**config.mk**
```make
export PLATFORM = sky130hd
export DESIGN_NAME = sws_datapath
export DESIGN_NICKNAME = d
export VERILOG_FILES = /design/src/hw/sws_pkg.sv /design/src/hw/sws_datapath.sv /design/src/hw/sws_fifo.sv
export SDC_FILE = /design/constraint.sdc
export NUM_CORES = 1
export LEC_CHECK = 0
export ABC_AREA = 1
export BUFFER_PORTS_ARGS = -buffer_cell sky130_fd_sc_hd__buf_2
export CAP_MARGIN = 10
export CORE_UTILIZATION = 63
export DETAILED_ROUTE_END_ITERATION = 10
export PLACE_DENSITY = 0.89
export SYNTH_ARGS = -nofsm -noshare
export SYNTH_HDL_FRONTEND = slang
export SYNTH_SLANG_ARGS = --single-unit
```
**constraint.sdc**
```tcl
create_clock -name core_clk -period 3.4 [get_ports core_clk]
set_input_delay 0.68 -clock core_clk [delete_from_list [all_inputs] [get_ports core_clk]]
set_output_delay 0.68 -clock core_clk [all_outputs]
set_load 0.03 [all_outputs]
```
**src/hw/sws_pkg.sv**
```systemverilog
package sws_pkg;

	// register port offsets
	localparam logic [2:0] SWS_ADDR_CMD = 3'h0;
	localparam logic [2:0] SWS_ADDR_DATA = 3'h1;
	localparam logic [2:0] SWS_ADDR_STAT = 3'h2;

	// command register fields
	localparam int SWS_CMD_RESET_BIT = 0;
	localparam int SWS_CMD_SRA_BIT = 1;
	localparam int SWS_CMD_LINE_BIT = 3;

	// status register fields
	localparam int SWS_STAT_PD_BIT = 0;
	localparam int SWS_STAT_PDR_BIT = 1;
	localparam int SWS_STAT_TBE_BIT = 2;
	localparam int SWS_STAT_TX_SHIFTER_EMPTY_BIT = 3;
	localparam int SWS_STAT_RBF_BIT = 4;
	localparam int SWS_STAT_RSRF_BIT = 5;

	// values after reset
	localparam logic [7:0] SWS_DATA_RESET = 8'h00;
	localparam logic SWS_TBE_RESET = 1'b1;
	localparam logic SWS_TX_SHIFTER_EMPTY_RESET = 1'b1;
	localparam logic SWS_PDR_RESET = 1'b1;
	localparam logic SWS_SRA_RESET = 1'b0;

	// clock and microsecond tick
	localparam int SWS_CLK_MHZ = 100;
	localparam int SWS_TICK_US = 1;
	localparam int SWS_CLKS_PER_TICK = SWS_CLK_MHZ * SWS_TICK_US;
	localparam logic [6:0] SWS_TICK_LAST = 7'(SWS_CLKS_PER_TICK - 1);

	// bus timing in microseconds
	localparam int SWS_T_RST_LOW_US = 480;
	localparam int SWS_T_RST_SAMPLE_US = 550;
	localparam int SWS_T_RST_END_US = 960;
	localparam int SWS_T_LOW1_US = 6;
	localparam int SWS_T_LOW0_US = 60;
	localparam int SWS_T_SAMPLE_US = 15;
	localparam int SWS_T_SLOT_US = 70;

	// same timing as tick counts
	localparam logic [9:0] SWS_RST_LOW_CNT = 10'(SWS_T_RST_LOW_US / SWS_TICK_US);
	localparam logic [9:0] SWS_RST_SAMPLE_CNT = 10'(SWS_T_RST_SAMPLE_US / SWS_TICK_US);
	localparam logic [9:0] SWS_RST_END_CNT = 10'(SWS_T_RST_END_US / SWS_TICK_US);
	localparam logic [9:0] SWS_LOW1_CNT = 10'(SWS_T_LOW1_US / SWS_TICK_US);
	localparam logic [9:0] SWS_LOW0_CNT = 10'(SWS_T_LOW0_US / SWS_TICK_US);
	localparam logic [9:0] SWS_SAMPLE_CNT = 10'(SWS_T_SAMPLE_US / SWS_TICK_US);
	localparam logic [9:0] SWS_SLOT_CNT = 10'(SWS_T_SLOT_US / SWS_TICK_US);

	// byte framing
	localparam logic [2:0] SWS_LAST_BIT = 3'h7;
	localparam logic [2:0] SWS_LAST_POS = 3'h3;
	localparam logic [1:0] SWS_LAST_SLOT = 2'h2;
	localparam logic [1:0] SWS_SLOT_B0 = 2'h0;
	localparam logic [1:0] SWS_SLOT_B1 = 2'h1;
	localparam int SWS_SEARCH_BYTES = 16;
	localparam int SWS_RX_FIFO_DEPTH = 16;

	typedef enum logic [1:0] {
		SWS_ST_IDLE = 2'b00,
		SWS_ST_RESET = 2'b01,
		SWS_ST_SLOT = 2'b10
	} sws_state_t;

endpackage

```
**src/hw/sws_datapath.sv**
```systemverilog
// Operation
// [RULE_01] host enables search mode only after bus reset and search command byte
// [RULE_02] host sequence: reset command, search byte, then search mode command
// [RULE_03] one search pass is sixteen bytes; each byte yields one response byte
// [RULE_04] search byte carries four positions; odd bits are route choices
// [RULE_05] each position runs read slot, complement read slot, then write slot
// [RULE_06] write value: route on conflict, first read otherwise, one if silent
// [RULE_07] both reads zero is conflict; both reads one is no response
// [RULE_08] response byte: odd bit chosen path, even bit discrepancy per position
// [RULE_09] discrepancy is one on conflict or no response, else zero
// [RULE_10] chosen path bit equals the value driven in the write slot
// [RULE_11] after an error all later path bits are one until mode exits
// [RULE_12] host treats path and discrepancy of position 63 both one as failure
// [RULE_13] host route update: flip highest discrepancy, clear above, stop on repeat
// [RULE_14] host clears search mode when searching ends
// [RULE_15] data offset writes transmit buffer, reads separate receive buffer
// [RULE_16] transmit byte moves to shifter and goes out LSB first
// [RULE_17] waiting buffer byte loads as soon as the shifter empties; here it also waits until the last response byte is queued
// [RULE_18] host write clears buffer-empty; transfer clears shifter-empty, sets buffer-empty
// [RULE_19] receive captures wired-AND of sent and slave bits; send ff to read
// [RULE_20] full receive shifter copies to receive buffer; host read clears flag
// [RULE_21] host avoids new transfers while receive buffer is full
// [RULE_22] host writes zero to command register before ordinary traffic
// [RULE_23] command bit 1 selects search mode; cleared by reset
// [RULE_24] bus reset command clears search mode; reset bit self-clears when done
`timescale 1ns/100ps
`default_nettype none
module sws_datapath
	import sws_pkg::*;
#(
	parameter int RX_FIFO_DEPTH = SWS_RX_FIFO_DEPTH
) (
	input wire logic core_clk,
	input wire logic rst_b,
	input wire logic [2:0] reg_addr,
	input wire logic reg_en_b,
	input wire logic reg_rd_b,
	input wire logic reg_wr_b,
	input wire logic [7:0] reg_din,
	output logic [7:0] reg_dout,
	output logic reg_dout_oe,
	input wire logic dq_i,
	output logic dq_o,
	output logic dq_oe
);
	if (RX_FIFO_DEPTH < 2 || (RX_FIFO_DEPTH & (RX_FIFO_DEPTH - 1)) != 0) begin : g_bad_param
		$error("sws_datapath: RX_FIFO_DEPTH must be a power of two >= 2");
	end

	// the prescaler counter is seven bits wide
	if (SWS_CLKS_PER_TICK < 2 || SWS_CLKS_PER_TICK > 128) begin : g_bad_tick
		$error("sws_datapath: tick divider does not fit the prescaler");
	end

	// sample and low times must end inside the slot, or a slot would overrun
	if (SWS_SAMPLE_CNT >= SWS_SLOT_CNT || SWS_LOW0_CNT >= SWS_SLOT_CNT) begin : g_bad_slot
		$error("sws_datapath: slot timing does not fit the slot length");
	end

	// presence sample and reset end must follow the reset low time
	if (SWS_RST_SAMPLE_CNT <= SWS_RST_LOW_CNT ||
		SWS_RST_END_CNT <= SWS_RST_SAMPLE_CNT) begin : g_bad_rst
		$error("sws_datapath: reset timing out of order");
	end

	typedef struct packed {
		sws_state_t st;
		logic bus_reset_cmd;
		logic search_accel_mode;
		logic byte_search;
		logic [7:0] tx_buf;
		logic tx_buffer_empty;
		logic [7:0] tx_sh;
		logic tx_shifter_empty;
		logic [7:0] rx_sh;
		logic rx_pend;
		logic [7:0] rx_buf;
		logic rx_buffer_full;
		logic pres_done;
		logic pres_none;
		logic err;
		logic [2:0] bit_idx;
		logic [1:0] slot;
		logic first_read_slot;
		logic complement_read_slot;
		logic route_write_slot;
		logic [9:0] us_cnt;
		logic [6:0] pre_cnt;
		logic rd_prev;
		logic wr_prev;
		logic [2:0] rd_addr;
		logic [7:0] dout;
	} sws_core_regs_t;

	sws_core_regs_t q;
	sws_core_regs_t n;

	logic fifo_in_ready;
	logic fifo_out_valid;
	logic fifo_out_ready;
	logic [7:0] fifo_out_data;

	// finished receive bytes queue here; a full queue holds the transmit side
	sws_fifo #(
		.WIDTH(8),
		.DEPTH(RX_FIFO_DEPTH)
	) u_rx_fifo (
		.core_clk(core_clk),
		.rst_b(rst_b),
		.in_valid(q.rx_pend),
		.in_ready(fifo_in_ready),
		.in_data(q.rx_sh),
		.out_valid(fifo_out_valid),
		.out_ready(fifo_out_ready),
		.out_data(fifo_out_data)
	);

	logic tick;
	logic wr_act;
	logic rd_act;
	logic cur_val;
	logic drive;
	logic b0;
	logic b1;
	logic conflict;
	logic no_resp;
	logic route;
	logic wval;
	logic [7:0] rd_mux;
	logic [2:0] pos_even;
	logic [2:0] pos_odd;

	assign fifo_out_ready = !q.rx_buffer_full;
	assign dq_o = 1'b0;
	assign dq_oe = drive;
	assign reg_dout = q.dout;
	assign reg_dout_oe = rd_act;

	always_comb begin
		n = q;
		tick = (q.pre_cnt == SWS_TICK_LAST);
		n.pre_cnt = tick ? 7'h00 : q.pre_cnt + 7'h01;
		wr_act = !reg_en_b && !reg_wr_b;
		// write takes precedence over read
		rd_act = !reg_en_b && !reg_rd_b && reg_wr_b;
		n.wr_prev = wr_act;
		n.rd_prev = rd_act;
		pos_even = {q.bit_idx[1:0], 1'b0};
		pos_odd = {q.bit_idx[1:0], 1'b1};
		b0 = q.first_read_slot;
		b1 = dq_i;
		conflict = !b0 && !b1; // RULE_07
		no_resp = b0 && b1; // RULE_07
		route = q.tx_sh[pos_odd]; // RULE_04
		drive = 1'b0;
		cur_val = 1'b1;
		// write slot value; only meaningful at the complement sample
		wval = 1'b1;

		// register read mux
		rd_mux = 8'h00;
		case (reg_addr)
			SWS_ADDR_CMD: begin
				rd_mux[SWS_CMD_RESET_BIT] = q.bus_reset_cmd;
				rd_mux[SWS_CMD_SRA_BIT] = q.search_accel_mode;
				rd_mux[SWS_CMD_LINE_BIT] = dq_i;
			end
			SWS_ADDR_DATA: rd_mux = q.rx_buf; // RULE_15
			SWS_ADDR_STAT: begin
				rd_mux[SWS_STAT_PD_BIT] = q.pres_done;
				rd_mux[SWS_STAT_PDR_BIT] = q.pres_none;
				rd_mux[SWS_STAT_TBE_BIT] = q.tx_buffer_empty;
				rd_mux[SWS_STAT_TX_SHIFTER_EMPTY_BIT] = q.tx_shifter_empty;
				rd_mux[SWS_STAT_RBF_BIT] = q.rx_buffer_full;
				rd_mux[SWS_STAT_RSRF_BIT] = q.rx_pend;
			end
			default: rd_mux = 8'h00;
		endcase
		if (rd_act) begin
			n.rd_addr = reg_addr;
			n.dout = rd_mux;
		end

		// read side effects at the end of the read strobe
		if (q.rd_prev && !rd_act) begin
			if (q.rd_addr == SWS_ADDR_DATA) begin
				n.rx_buffer_full = 1'b0; // RULE_20
			end
			if (q.rd_addr == SWS_ADDR_STAT) begin
				n.pres_done = 1'b0;
			end
		end

		// queue to receive buffer
		if (q.rx_pend && fifo_in_ready) begin
			n.rx_pend = 1'b0;
		end
		if (fifo_out_valid && !q.rx_buffer_full) begin
			n.rx_buf = fifo_out_data; // RULE_20
			n.rx_buffer_full = 1'b1; // RULE_20
		end

		// bus engine
		case (q.st)
			SWS_ST_IDLE: begin
				n.us_cnt = 10'h000;
				if (q.bus_reset_cmd) begin
					n.st = SWS_ST_RESET;
					n.pre_cnt = 7'h00;
				end else if (!q.tx_buffer_empty && !q.rx_pend) begin
					n.tx_sh = q.tx_buf; // RULE_16
					n.tx_buffer_empty = 1'b1; // RULE_18
					n.tx_shifter_empty = 1'b0; // RULE_18
					n.byte_search = q.search_accel_mode;
					n.bit_idx = 3'h0; // RULE_04
					n.slot = SWS_SLOT_B0;
					n.pre_cnt = 7'h00;
					n.st = SWS_ST_SLOT; // RULE_17
				end
			end
			SWS_ST_RESET: begin
				drive = (q.us_cnt < SWS_RST_LOW_CNT);
				if (tick) begin
					n.us_cnt = q.us_cnt + 10'h001;
					if (q.us_cnt == SWS_RST_SAMPLE_CNT) begin
						n.pres_none = dq_i;
					end
					if (q.us_cnt == SWS_RST_END_CNT) begin
						n.bus_reset_cmd = 1'b0; // RULE_24
						n.pres_done = 1'b1;
						n.st = SWS_ST_IDLE;
					end
				end
			end
			SWS_ST_SLOT: begin
				// normal byte: one slot per bit; search byte: three slots per position
				if (!q.byte_search) begin
					cur_val = q.tx_sh[q.bit_idx]; // RULE_16
				end else if (q.slot == SWS_LAST_SLOT) begin
					cur_val = q.route_write_slot; // RULE_10
				end else begin
					cur_val = 1'b1; // RULE_05
				end
				drive = (q.us_cnt < (cur_val ? SWS_LOW1_CNT : SWS_LOW0_CNT));
				if (tick) begin
					n.us_cnt = q.us_cnt + 10'h001;
					if (q.us_cnt == SWS_SAMPLE_CNT) begin
						if (!q.byte_search) begin
							n.rx_sh = {dq_i, q.rx_sh[7:1]}; // RULE_19
						end else if (q.slot == SWS_SLOT_B0) begin
							n.first_read_slot = dq_i; // RULE_05
						end else if (q.slot == SWS_SLOT_B1) begin
							// decision is made here so the write slot can start at once
							n.complement_read_slot = dq_i; // RULE_05
							if (conflict) begin
								wval = route; // RULE_06
							end else if (no_resp) begin
								wval = 1'b1; // RULE_06
							end else begin
								wval = b0; // RULE_06
							end
							if (no_resp) begin
								n.err = 1'b1;
							end
							if (q.err || no_resp) begin
								wval = 1'b1; // RULE_11
							end
							n.route_write_slot = wval;
							n.rx_sh[pos_odd] = wval; // RULE_08 RULE_10
							n.rx_sh[pos_even] = conflict || no_resp; // RULE_08 RULE_09
						end
					end
					// slot end: advance slot, position or bit
					if (q.us_cnt == SWS_SLOT_CNT) begin
						n.us_cnt = 10'h000;
						if (!q.byte_search) begin
							n.bit_idx = q.bit_idx + 3'h1;
							if (q.bit_idx == SWS_LAST_BIT) begin
								n.st = SWS_ST_IDLE;
							end
						end else if (q.slot != SWS_LAST_SLOT) begin
							n.slot = q.slot + 2'h1; // RULE_05
						end else begin
							n.slot = SWS_SLOT_B0;
							n.bit_idx = q.bit_idx + 3'h1;
							if (q.bit_idx == SWS_LAST_POS) begin
								n.st = SWS_ST_IDLE;
							end
						end
						if (n.st == SWS_ST_IDLE) begin
							// one response byte per transmit byte
							n.rx_pend = 1'b1; // RULE_03 RULE_20
							n.tx_shifter_empty = 1'b1; // RULE_17
						end
					end
				end
			end
			default: begin
				n.st = SWS_ST_IDLE;
			end
		endcase

		// host writes last so a write never loses to a transfer
		if (wr_act && !q.wr_prev) begin
			case (reg_addr)
				SWS_ADDR_CMD: begin
					n.search_accel_mode = reg_din[SWS_CMD_SRA_BIT]; // RULE_23
					if (reg_din[SWS_CMD_RESET_BIT]) begin
						n.bus_reset_cmd = 1'b1;
						n.search_accel_mode = 1'b0; // RULE_24
					end
				end
				SWS_ADDR_DATA: begin
					n.tx_buf = reg_din; // RULE_15
					n.tx_buffer_empty = 1'b0; // RULE_18
				end
				default: begin
					n.tx_buf = n.tx_buf;
				end
			endcase
		end

		// error sticks only while search mode stays on
		if (!n.search_accel_mode) begin
			n.err = 1'b0; // RULE_11
		end
	end

	always_ff @(posedge core_clk) begin
		if (!rst_b) begin
			q <= '0;
			q.tx_buf <= SWS_DATA_RESET;
			q.rx_buf <= SWS_DATA_RESET;
			q.tx_buffer_empty <= SWS_TBE_RESET;
			q.tx_shifter_empty <= SWS_TX_SHIFTER_EMPTY_RESET;
			q.pres_none <= SWS_PDR_RESET;
			q.search_accel_mode <= SWS_SRA_RESET; // RULE_23
			q.st <= SWS_ST_IDLE;
		end else begin
			q <= n;
		end
	end
endmodule
`default_nettype wire

```
**src/hw/sws_fifo.sv**
```systemverilog
`timescale 1ns/100ps
`default_nettype none
module sws_fifo #(
	parameter int WIDTH = 8,
	parameter int DEPTH = 16
) (
	input wire logic core_clk,
	input wire logic rst_b,
	input wire logic in_valid,
	output logic in_ready,
	input wire logic [WIDTH-1:0] in_data,
	output logic out_valid,
	input wire logic out_ready,
	output logic [WIDTH-1:0] out_data
);
	localparam int AW = $clog2(DEPTH);

	if (DEPTH < 2 || (DEPTH & (DEPTH - 1)) != 0 || WIDTH < 1) begin : g_bad_param
		$error("sws_fifo: DEPTH must be a power of two >= 2, WIDTH >= 1");
	end

	typedef struct packed {
		logic [DEPTH-1:0][WIDTH-1:0] mem;
		logic [AW:0] wp;
		logic [AW:0] rp;
	} sws_fifo_regs_t;

	sws_fifo_regs_t q;
	sws_fifo_regs_t n;

	always_comb begin
		n = q;
		out_valid = (q.wp != q.rp);
		in_ready = !((q.wp[AW] != q.rp[AW]) && (q.wp[AW-1:0] == q.rp[AW-1:0]));
		out_data = q.mem[q.rp[AW-1:0]];
		if (in_valid && in_ready) begin
			n.mem[q.wp[AW-1:0]] = in_data;
			n.wp = q.wp + 1'b1;
		end
		if (out_valid && out_ready) begin
			n.rp = q.rp + 1'b1;
		end
	end

	always_ff @(posedge core_clk) begin
		if (!rst_b) begin
			q <= '0;
		end else begin
			q <= n;
		end
	end
endmodule
`default_nettype wire

```
Yosys cells after proc, flatten, opt, wreduce, memory -nomap -nowiden
Cells that the tools add are included.
Word-level totals
  flip-flop bits (word level): 220
  bits in latches: 0
  bits in writable memories: 0
  memory bits (read-only): 0
  input port bits: 17
  output and inout port bits: 11
  memories: 0
Cells by class
  add/subtract/negate cells: 6
  $mul: 0
  divide/modulo/power cells: 0
  magnitude comparators: 10
  equality and inequality tests: 31
  shifts and indexed selects: 0
  mux-type cells: 98
  bitwise gates (word level): 2
  reductions and logical operators: 49
Operator list (count)
  $bwmux 128: 1
  $mux 10: 5
  $mux 8: 6
  $mux 2: 22
  $bmux 8 s4: 1
  $demux 8 s4: 1
  $mux 1: 31
  $pmux 10 s3: 1
  $mux 7: 4
  $reduce_and 6->1: 4
  $eq 10x10->1 const B: 2
  $ne 2x2->1 const B: 10
  $mux 18: 1
  $mux 3: 6
  $bwmux 8: 2
  $mux 5: 3
  $reduce_and 5->1: 3
  $logic_and 1x1->1: 14
  $lt 3x4->1 const B: 3
  $pmux 2 s3: 2
  $logic_not 1->1: 11
  $add 10x1->10 const B: 1
  $add 5x1->5 const B: 2
  $eq 10x4->1 const B: 1
  38 further kinds: 59

Longest topological paths before layout
Gate-level depths: netlist of run 1.
  word-level depth: 18
  gate-level depth with buffers: 12
  mapped depth without buffers: 12

Hierarchy
From an unflattened synthesis of run 1, not the netlist that was laid out.
Second synthesis, totals
  cell total of the unflattened synthesis: 1888
  area, all modules: 12176.7 µm²
Modules (own cells, without submodules)
  sws_fifo: instances 1, cells each 1304, area an instance 7983.9 µm², sequential area each 2762.6 µm²
  sws_datapath: instances 1, cells each 584, area an instance 4192.8 µm², sequential area each 1621.6 µm²

Worst setup path after synthesis of run 1
Ideal clock, no wire load.
  kind: flip-flop to output port
  start: register q (netlist bit pos_even[1])
  end: output dq_oe
  data arrival time: 2.319 ns
  data required time: 2.720 ns
  slack: 0.401 ns
  cell stages (with the launch flop): 13
  path through: dfxtp_1 -> clkinv_1 -> nand2_1 -> nand3_1 -> nand3_1 -> nand3_1 -> and2_1 -> ha_1 -> nand2_1 -> nand2_1 -> a311oi_1 -> nand2_1 -> a21oi_1
Between the ends
  cells in the longest elaborated chain, start to end: 7
Ends and longest elaborated chain
  from (decl): line sws_datapath.sv:95  | sws_core_regs_t q;
  from (signal assigned): line sws_datapath.sv:340  | q <= n;
  $bmux 1 s3: line sws_datapath.sv:238  | cur_val = q.tx_sh[q.bit_idx];
  $mux 1 (not written as such): line sws_datapath.sv:238
  $mux 1: line sws_datapath.sv:237  | if (!q.byte_search) begin
  $mux 1: line sws_datapath.sv:204  | case (q.st)
  $mux 6: line sws_datapath.sv:244  | drive = (q.us_cnt < (cur_val ? SWS_LOW1_CNT : SWS_LOW0_CNT));
  $lt 10x6->1: line sws_datapath.sv:244
  $pmux 1 s2: line sws_datapath.sv:204
  to (decl): line sws_datapath.sv:44  | output logic dq_oe
Every way passes these cells. The select of a mux whose other input is x is not followed.

Worst setup path in the final report of run 1
Same ends and word-level chain as after synthesis.

==> qor.csv, run 1 <==
metric;value;unit
crit path kind;reg -> out;
number of H-tree levels;1;
post-DR vias/cell;5.34;
final-stage net count;1780;
Die Area;18500;um2
number of search-and-repair iterations in the first detailed-routing pass;5;
reported leakage power;6.18;nW
top cells by instance count after synthesis;sky130_fd_sc_hd__nand2_1 (450), sky130_fd_sc_hd__nor2_1 (376), sky130_fd_sc_hd__dfxtp_1 (219), sky130_fd_sc_hd__inv_1 (219), sky130_fd_sc_hd__a21oi_1 (118);
post-synthesis sequential area ratio;0.387;
power density relative to cell area;578;nW/um2
num rows;48;
# clock sinks;219;
overall die width;136;um
post-CTS setup repair buffer count;0;
Antenna Violating Nets Remaining;0;
Final Critical Period;3.19;ns
DIE HEIGHT;136;um
beginning of the worst register-to-register path;u_rx_fifo.q[2];
share of cells above drive strength 1;0.0609;
Clock transition at path regs;0.06;ns
tightest slew margin relative to the limit;0.347;
DR vias;10600;
Met2 Routed Length;12.6;mm
clock buffer depth;3;
post-route insts no fill;1982;
total clock buffers created by CTS;24;
max incr delay on CP;0.42;ns
TritonCTS clock tree;built;
post-synthesis instance area;11300;um2
syn nets;1814;
global-route wire length before repair;44.7;mm
Placer Congestion;0.913;
Pins Over Slew Limit;0;
setup-violating endpoint count in the final report;0;
highest clock frequency the design can meet;314;MHz
Total Routing Usage GR;0.297;
antenna violations before repair;0;
vias in the first global route;9560;
number of inserted diodes;0;
number of port buffers;26;
critical path cell sequence;inv_8 -> nand2_1 -> nand3_1 -> nand3_1 -> nand3_2 -> and2_4 -> ha_4 -> nand2_1 -> nand2_1 -> a311oi_2 -> nand2_1 -> a21oi_1 -> buf_4;
wire length on met1;11.6;mm
final routed wirelength across all metal layers;26.9;mm
worst hold path type;in -> reg;
ranking of synthesized cells by area;sky130_fd_sc_hd__dfxtp_1 (39%), sky130_fd_sc_hd__nand2_1 (15%), sky130_fd_sc_hd__nor2_1 (12%);
synthesized area per cell;6.38;um2
post-detailed-route wirelength per cell;13.6;um
initial standard-cell utilization of the core;0.650;
Final Hold Violating Endpoints;0;
Core Box Area;17400;um2
reported max-cap violation count;0;
total of warnings raised by yosys;0;
number of synthesized register bits;219;
category of the worst setup path launch point;flip-flop;
most repeated cell in the gate-level netlist after synthesis;sky130_fd_sc_hd__nand2_1;
result of the run;complete, no violations;
post-route DRC violation count;0;
critical path's most frequent cell;sky130_fd_sc_hd__nand2_1;
worst flop-to-flop path endpoint;u_rx_fifo.q[70];
post-route clock period utilization;0.937;
Clock Skews;0.00860;ns
number of enable flip-flop cells after synthesis;0;
ys flop type;sky130_fd_sc_hd__dfxtp_1;
area added between synthesis and finish;7.78;%
hold path startpoint;reg_en_b;
Worst Hold Path EP;q[11];
cts hold-fix bufs;0;
Cell variety after synth;41;
largest net degree at the start of global routing;76;
Setup crit end kind;output pin;
count of routing violations after the opening detailed-route iteration;956;
IO Count;28;
share of Yosys cell area claimed by the top area cell type;0.387;
detailed placement HPWL;17.5;mm
Min-Delay Path Depth;2;
Worst path slowest cell;sky130_fd_sc_hd__dfxtp_4;
Max FO, Critical Path;9;
accumulated negative setup slack;0;ns
GRT Residual Overflow;0;
worst IR drop on VDD;0.470;mV
data arrival time at the worst-slack endpoint;2.51;ns
Placed Cells incl. Taps;1938;
ys async rst share;0;
Req. time, crit path;2.72;ns
DR top layer;met4;
RSZ-0062 raised after global routing;false;
transition at the pin with the smallest max-transition slack;0.978;ns
clock tree root driver cell;sky130_fd_sc_hd__clkbuf_16;
cell taking the most area after synthesis;sky130_fd_sc_hd__dfxtp_1;
total of fill cells in the finished design;1450;
clock latency of the later-clocked register in the worst-skew pair;0.51;ns
R2R setup slack;1.07;ns
Gate Count Post-Synth;1773;
Worst Reg-to-Reg Cells;8;
met3 layer wire length in the routed design;1.64;mm
## worst max-delay path, delay by kind of cell, from the launching register on
family,cells,cell delay [ns]
AO/OA/AOI/OAI,2,0.37
buffers and inverters,2,0.24
AND/OR/NAND/NOR,8,0.75
flip-flops,1,0.42
adder cells (fa/ha/maj),1,0.22
## kinds of logic (layout without fill, tap and decap cells)
logic type | after synthesis | count (layout) | share of synthesized area
adder cells (fa/ha/maj) | 24 | 24 | 0.0265
XOR/XNOR | 16 | 16 | 0.0124
AO/OA/AOI/OAI | 246 | 246 | 0.113
AND/OR/NAND/NOR | 945 | 945 | 0.341
flip-flops | 219 | 219 | 0.387
other | 1 | 1 | 0.000331
buffers and inverters | 322 | 306 | 0.119
## metal layers
metal  track usage  vias up
met4         0.135        0
met2         0.497      363
met3        0.0362       74
li1              -     5380
met1         0.381     4760
met5             0        -
## report_power, final
part,switching (W),internal [W]
clock,0.00106,0.00170
sequential,0.0000720,0.00268
combinational,0.00107,0.000481
## sequential cells by signal (all words and copies together), names as in the netlist
signal       flops
pos_even         2
u_rx_fifo.q    138
q               70
b0               1
reg_dout         8
## placed cells by master (no fill, tap or decap), drive strengths merged
| master | netlist | layout |
|---|---|---|
| inv | 220 | 222 |
| nor4 | 1 | 1 |
| o221ai | 1 | 1 |
| nand2 | 452 | 452 |
| bufinv | 0 | 3 |
| a32o | 1 | 1 |
| buf | 40 | 37 |
| dfxtp | 219 | 219 |
| o211ai | 5 | 5 |
| conb | 1 | 1 |
| xor2 | 13 | 13 |
| a21oi | 118 | 118 |
| and3 | 1 | 1 |
| nor2 | 377 | 377 |
| o41ai | 2 | 2 |
| xnor2 | 3 | 3 |
| clkbuf | 57 | 33 |
| nand3b | 2 | 2 |
| and2 | 4 | 4 |
| nor3 | 9 | 9 |
| o21ai | 112 | 112 |
| clkinv | 5 | 11 |
| ha | 24 | 24 |
| or2 | 4 | 4 |
| o22ai | 4 | 4 |
| nand4 | 9 | 9 |
| a211oi | 2 | 2 |
| nand3 | 86 | 86 |
| a311oi | 1 | 1 |
## through the flow
step	util	total power (W)	hold slack (ns)	instance area [um2]	worst slack [ns]
after CTS	0.699	0.00703	0.350	12200	0.0120
after detailed placement	0.649	0.00429	0.443	11300	0.258
after global routing	0.701	0.00738	0.353	12200	0.0923
after floorplan	-	0.00394	0.418	11300	0.401
after global placement	0.649	0.00425	0.434	11300	0.353
final	0.701	0.00705	0.359	12200	0.213
## timing repair
| action | in CTS | in global routing |
|---|---|---|
| setup endpoints to repair | 1 | 1 |
| resized for setup | 5 | 6 |
| hold endpoints to repair | 0 | 0 |
## layout make-up
type                       instances  area (um2)  share of cell area
clock buffer                      33         716              0.0587
timing repair buffer              37         218              0.0178
inverter                         225         852              0.0698
sequential                       219        4390               0.360
tap                              225         282              0.0231
multi-input combinational       1232        5610               0.460
clock inverter                    11         134              0.0110
## how the worst max path moves through the flow
stage,start,end,slack (ns),depth (start not counted)
2_1_floorplan,pos_even[1],dq_oe,0.40,12
3_3_place_gp,pos_even[1],dq_oe,0.35,13
3_5_place_dp,pos_even[1],dq_oe,0.26,13
4_1_cts,pos_even[1],dq_oe,0.01,13
5_1_grt,pos_even[1],dq_oe,0.09,13
6_report,pos_even[1],dq_oe,0.21,13
Power figures use the tool's default switching activity.
==> run 2, diff against run 1 <==
Settings changed: ABC_AREA 1 to not set, CORE_UTILIZATION 63 to 62, HOLD_SLACK_MARGIN set to 0.05, PLACE_DENSITY 0.89 to 0.88.
==> run 2 against run 1 <==
Non-clock buffer count rose by 4; first-iteration DRC count fell by 22%; highest routed layer unchanged; critical endpoint unchanged; critical path type unchanged; cell count fell by 36%; combinational power fell by 77%; die area fell by 8.3%; worst setup slack got worse by 0.17 ns; power fell by 18%; routed wire length fell by 10%; global-route usage fell by 1.5 points; count of clock-buffer cells in the layout fell by 8.
==> qor.csv, run 2 <==
metric;value;unit
Worst Hold Path EP;q[11];
top library cells by usage in the layout, fill and taps aside;sky130_fd_sc_hd__dfxtp_1 (217), sky130_fd_sc_hd__nand2_1 (205), sky130_fd_sc_hd__mux2i_1 (140);
number of inserted diodes;0;
Die Area;17000;um2
initial standard-cell utilization of the core;0.638;
num rows;46;
Pins Over Slew Limit;0;
clock buffer depth;3;
most common cell after layout, fill and taps aside;sky130_fd_sc_hd__dfxtp_1;
data arrival time at the worst-slack endpoint;2.68;ns
number of H-tree levels;1;
hold path startpoint;reg_en_b;
result of the run;complete, no violations;
post-route insts no fill;1272;
highest clock frequency the design can meet;298;MHz
DR vias;8037;
share of cells above drive strength 1;0.131;
ys async rst share;0;
Req. time, crit path;2.72;ns
worst IR drop on VDD;0.499;mV
post-route clock period utilization;0.987;
Setup crit end kind;output pin;
ys flop type;sky130_fd_sc_hd__dfxtp_1;
number of enable flip-flop cells after synthesis;0;
post-DR vias/cell;6.32;
post-synthesis sequential area ratio;0.430;
power density relative to cell area;515;nW/um2
Gate Count Post-Synth;1064;
reported leakage power;3.88;nW
Worst path slowest cell;sky130_fd_sc_hd__mux4_2;
ranking of synthesized cells by area;sky130_fd_sc_hd__dfxtp_1 (43%), sky130_fd_sc_hd__mux2i_1 (14%), sky130_fd_sc_hd__mux4_2 (7.7%);
Final Hold Violating Endpoints;0;
syn nets;1105;
beginning of the worst register-to-register path;q[80];
setup-violating endpoint count in the final report;0;
RSZ-0062 raised after global routing;true;
Largest register FFs;138;
synthesized area per cell;9.59;um2
Clock Skews;0.0266;ns
detailed placement HPWL;15.1;mm
category of the worst setup path launch point;flip-flop;
global-route wire length before repair;37.8;mm
Placer Congestion;0.877;
largest net degree at the start of global routing;67;
Placed Cells incl. Taps;1226;
final routed wirelength across all metal layers;24.1;mm
number of port buffers;26;
number of search-and-repair iterations in the first detailed-routing pass;6;
hold slack;0.359;ns
count of routing violations after the opening detailed-route iteration;741;
Total Routing Usage GR;0.282;
top cells by instance count after synthesis;sky130_fd_sc_hd__dfxtp_1 (219), sky130_fd_sc_hd__nand2_1 (207), sky130_fd_sc_hd__mux2i_1 (140);
antenna violations before repair;0;
crit path kind;reg -> out;
final design utilization;0.703;
# clock sinks;219;
overall die width;130;um
vias in the first global route;7697;
post-detailed-route wirelength per cell;18.9;um
clock latency of the later-clocked register in the worst-skew pair;0.52;ns
Core Box Area;16000;um2
total clock buffers created by CTS;23;
R2R setup slack;0.61;ns
worst hold path type;in -> reg;
Final Critical Period;3.36;ns
post-route DRC violation count;0;
transition at the pin with the smallest max-transition slack;1.28;ns
final-stage net count;1080;
Antenna Violating Nets Remaining;0;
Top reg by flops;u_rx_fifo.q;
most repeated cell in the gate-level netlist after synthesis;sky130_fd_sc_hd__dfxtp_1;
tightest slew margin relative to the limit;0.143;
DIE HEIGHT;130;um
number of synthesized register bits;219;
TritonCTS clock tree;built;
GRT Residual Overflow;0;
Max FO, Critical Path;4;
IO Count;28;
area added between synthesis and finish;10.3;%
share of Yosys cell area claimed by the top area cell type;0.430;
critical path cell sequence;mux4_2 -> nand2_2 -> a31oi_4 -> ha_4 -> and4_1 -> nand2_1 -> o21ai_1 -> o21ai_2 -> buf_6;
cell taking the most area after synthesis;sky130_fd_sc_hd__dfxtp_1;
worst flop-to-flop path endpoint;q[51];
Min-Delay Path Depth;2;
total of warnings raised by yosys;0;
max incr delay on CP;0.50;ns
Clock transition at path regs;0.06;ns
clock tree root driver cell;sky130_fd_sc_hd__clkbuf_16;
Cell variety after synth;66;
post-synthesis instance area;10200;um2
Worst Reg-to-Reg Cells;7;
reported max-cap violation count;0;
[run 2: cell count changes in the layout (fill, tap and decap cells not counted), sizes merged, moves of 17 or more]
| cell | before | now |
|---|---|---|
| o21ai | 112 | 26 |
| a21oi | 118 | 34 |
| inv | 222 | 20 |
| mux2i | 0 | 140 |
| mux4 | 0 | 35 |
| nand2 | 452 | 207 |
| nand3 | 86 | 28 |
| nor2 | 377 | 54 |
| and3 | 1 | 18 |
[run 2: cell type report]
cell class              instances  area (um2)
clock buffers                  25         593
flip-flops and latches        219        4390
repair buffers                 41         251
fillers                      1074        4750
clock inverters                17         279
inverters                      18        67.6
well taps                     216         270
multi-input cells             736        5400
[run 2: metrics by stage]
step	power (W)	instance area (um2)	worst slack (ns)	TNS [ns]
2_1_floorplan	0.00292	10200	0.201	0
3_3_place_gp	0.00298	10300	0.391	0
3_5_place_dp	0.00299	10300	0.348	0
4_1_cts	0.00581	11200	0.0134	0
5_1_grt	0.00596	11200	-0.0303	-0.0303
6_report	0.00579	11200	0.0439	0
[run 2: cell families after synthesis]
group | share of synthesized area
simple gates | 0.172
flops | 0.430
mux | 0.215
compound gates | 0.0897
buf+inv | 0.0465
fa+ha+maj | 0.0294
xor+xnor | 0.0180
other cells | 0.000368
[run 2: worst max-delay path by stage]
stage | startpoint | endpoint | cells past startpoint
final | pos_even[2] | dq_oe | 9
after global routing | pos_even[2] | dq_oe | 9
after CTS | q[34] | dq_oe | 9
after detailed placement | pos_even[2] | dq_oe | 9
after global placement | pos_even[2] | dq_oe | 9
after floorplan | pos_even[2] | dq_oe | 8
[run 2: routing by layer]
layer / global-route usage / vias to the layer above / share of wire
met1: 0.355 / 3867 / 0.41
met2: 0.481 / 408 / 0.49
li1: - / 3683 / -
met5: 0 / - / 0
met3: 0.0484 / 79 / 0.074
met4: 0.115 / 0 / 0.033
[run 2: critical path: cells and delay by family (launching register included)]
family          cells  cell delay [ns]
mux                 1             0.50
compound gates      3             0.45
simple gates        3             0.40
flops               1             0.37
fa+ha+maj           1             0.30
buf+inv             1             0.14
[run 2: timing repair]
item	CTS	global route
gates cloned	0	0
setup buffers	1	3
hold buffers	0	0
gates resized for setup	5	10
setup endpoints to repair	1	1
pin swaps	1	3
[run 2: report_power, final]
group | leakage [nW] | internal [W] | switching, W
registers | 1.77 | 0.00258 | 0.0000165
clock network | 0.420 | 0.00180 | 0.00104
logic | 1.69 | 0.000112 | 0.000237
==> run 3, diff against run 2 <==
Settings changed: CELL_PAD_IN_SITES_DETAIL_PLACEMENT set to 1, CELL_PAD_IN_SITES_GLOBAL_PLACEMENT set to 1, CORE_UTILIZATION 62 to 49.
==> run 3 against run 2 <==
Worst hold slack barely moved; non-clock buffer count fell by 3; clock skew fell by 0.014 ns; via count rose by 0.36%; register-to-register slack got worse by 0.09 ns; worst setup slack improved by 0.051 ns; combinational power rose by 6.6%; design area rose by 0.41%; clock power fell by 2%; cell count rose by 4.1%; maximum frequency rose by 1.5%; critical endpoint unchanged; largest power group unchanged; highest routed layer unchanged.
==> qor.csv, run 3 (synthesized netlist as in run 2, its figures left out) <==
metric;value;unit
post-route clock period utilization;0.972;
highest clock frequency the design can meet;303;MHz
clock buffer depth;3;
buffers and inverters on the worst path;1;
most common cell after layout, fill and taps aside;sky130_fd_sc_hd__dfxtp_1;
worst IR drop on VDD;0.362;mV
IO Count;28;
transition at the pin with the smallest max-transition slack;1.20;ns
initial standard-cell utilization of the core;0.503;
post-route DRC violation count;0;
post-DR vias/cell;6.09;
cell type group with the largest total delay on the critical path;multiplexers;
total clock buffers created by CTS;24;
Req. time, crit path;2.72;ns
area added between synthesis and finish;10.7;%
TritonCTS clock tree;built;
number of inserted diodes;0;
Clock Skews;0.0129;ns
# clock sinks;219;
Total Routing Usage GR;0.276;
Clock transition at path regs;0.06;ns
Worst Reg-to-Reg Cells;7;
final design utilization;0.556;
tightest slew margin relative to the limit;0.201;
crit path kind;reg -> out;
critical path cell sequence;mux4_2 -> nand2_2 -> a31oi_4 -> ha_1 -> and4_1 -> o21ai_0 -> o21ai_1 -> o21ai_2 -> buf_6;
logic depth of the worst path, buffers included;9;
Top reg by flops;u_rx_fifo.q;
Die Area;21400;um2
flip-flop and latch area;4390;um2
Largest register FFs;138;
max incr delay on CP;0.50;ns
Worst path slowest cell;sky130_fd_sc_hd__mux4_2;
GRT Residual Overflow;0;
category of the worst setup path launch point;flip-flop;
Final Critical Period;3.31;ns
setup-violating endpoint count in the final report;0;
vias in the first global route;8760;
reported max-cap violation count;0;
detailed placement HPWL;17.9;mm
R2R setup slack;0.52;ns
reported leakage power;3.88;nW
Pwr Total;0.00577;W
global-route wire length before repair;47.1;mm
final-stage net count;1078;
overall die width;146;um
hold path startpoint;reg_en_b;
Core Box Area;20300;um2
instance area after placement;10400;um2
Multi-input gate area;5400;um2
DIE HEIGHT;146;um
number of port buffers;26;
clock latency of the later-clocked register in the worst-skew pair;0.51;ns
Setup crit end kind;output pin;
final routed wirelength across all metal layers;29.5;mm
total of fill cells in the finished design;2246;
DR vias;8066;
result of the run;complete, no violations;
Final Hold Violating Endpoints;0;
number of search-and-repair iterations in the first detailed-routing pass;5;
share of cells above drive strength 1;0.128;
cts hold-fix bufs;0;
Placer Congestion;0.839;
data arrival time at the worst-slack endpoint;2.63;ns
clock tree root driver cell;sky130_fd_sc_hd__clkbuf_16;
num rows;52;
beginning of the worst register-to-register path;q[80];
count of routing violations after the opening detailed-route iteration;513;
Max FO, Critical Path;3;
Worst Hold Path EP;q[11];
post-detailed-route wirelength per cell;22.3;um
post-route cell area;11300;um2
worst hold path type;in -> reg;
Min-Delay Path Depth;2;
worst flop-to-flop path endpoint;q[51];
Pins Over Slew Limit;0;
top library cells by usage in the layout, fill and taps aside;sky130_fd_sc_hd__dfxtp_1 (217), sky130_fd_sc_hd__nand2_1 (205), sky130_fd_sc_hd__mux2i_1 (140);
largest net degree at the start of global routing;54;
antenna violations before repair;0;
hold slack;0.359;ns
Antenna Violating Nets Remaining;0;
power density relative to cell area;510;nW/um2
number of H-tree levels;1;
[run 3: cell types whose count changed in the layout (fill, tap and decap cells not counted)]
| cell | before | now |
|---|---|---|
| sky130_fd_sc_hd__bufinv_16 | 7 | 3 |
| sky130_fd_sc_hd__o21ai_1 | 5 | 4 |
| sky130_fd_sc_hd__inv_6 | 2 | 0 |
| sky130_fd_sc_hd__clkinv_4 | 1 | 0 |
| sky130_fd_sc_hd__clkbuf_16 | 23 | 25 |
| sky130_fd_sc_hd__a21oi_1 | 33 | 32 |
| sky130_fd_sc_hd__clkinvlp_4 | 3 | 0 |
| sky130_fd_sc_hd__buf_4 | 16 | 12 |
| sky130_fd_sc_hd__clkbuf_1 | 1 | 3 |
| sky130_fd_sc_hd__clkbuf_8 | 1 | 8 |
| sky130_fd_sc_hd__buf_12 | 0 | 1 |
| sky130_fd_sc_hd__o21ai_0 | 19 | 20 |
| sky130_fd_sc_hd__a21oi_2 | 0 | 1 |
[run 3: stage by stage]
stage / instances / worst slack, ns / TNS, ns
after detailed placement: 1280 / 0.334 / 0
after floorplan: 1064 / 0.201 / 0
after global routing: 1324 / -0.0486 / -0.0486
after CTS: 1324 / 0.0365 / 0
final: 1324 / 0.0949 / 0
after global placement: 1280 / 0.355 / 0
[run 3: metal layers]
layer  track usage  share of wire  vias up
met5             0              0        -
met1         0.336           0.41     4062
li1              -              -     3675
met4         0.128          0.039        0
met2         0.487           0.51      240
met3        0.0347          0.042       89
[run 3: what timing repair did]
action / in CTS / in global routing
resized for setup: 5 / 10
setup buffers: 1 / 0
pin swaps: 1 / 3
endpoints found under the setup margin: 1 / 1
hold endpoints to repair: 0 / 0
[run 3: worst max path at each step]
stage / from / endpoint / slack, ns
2_1_floorplan: pos_even[2] / dq_oe / 0.20
3_5_place_dp: pos_even[2] / dq_oe / 0.33
4_1_cts: pos_even[2] / dq_oe / 0.04
3_3_place_gp: pos_even[2] / dq_oe / 0.36
5_1_grt: pos_even[2] / dq_oe / -0.05
6_report: pos_even[2] / dq_oe / 0.09
[run 3: report_power, final]
group / switching [W] / total (W) / internal [W]
logic: 0.000249 / 0.000372 / 0.000123
registers: 0.0000171 / 0.00260 / 0.00258
clock network: 0.00106 / 0.00280 / 0.00174
total: 0.00133 / 0.00577 / 0.00444
[run 3: area by class of cell]
class                      instances  area share
clock buffer                      36      0.0661
sequential                       219       0.389
timing repair buffer              38      0.0214
tap                              270      0.0299
inverter                          18     0.00598
clock inverter                     7     0.00975
multi-input combinational        736       0.478
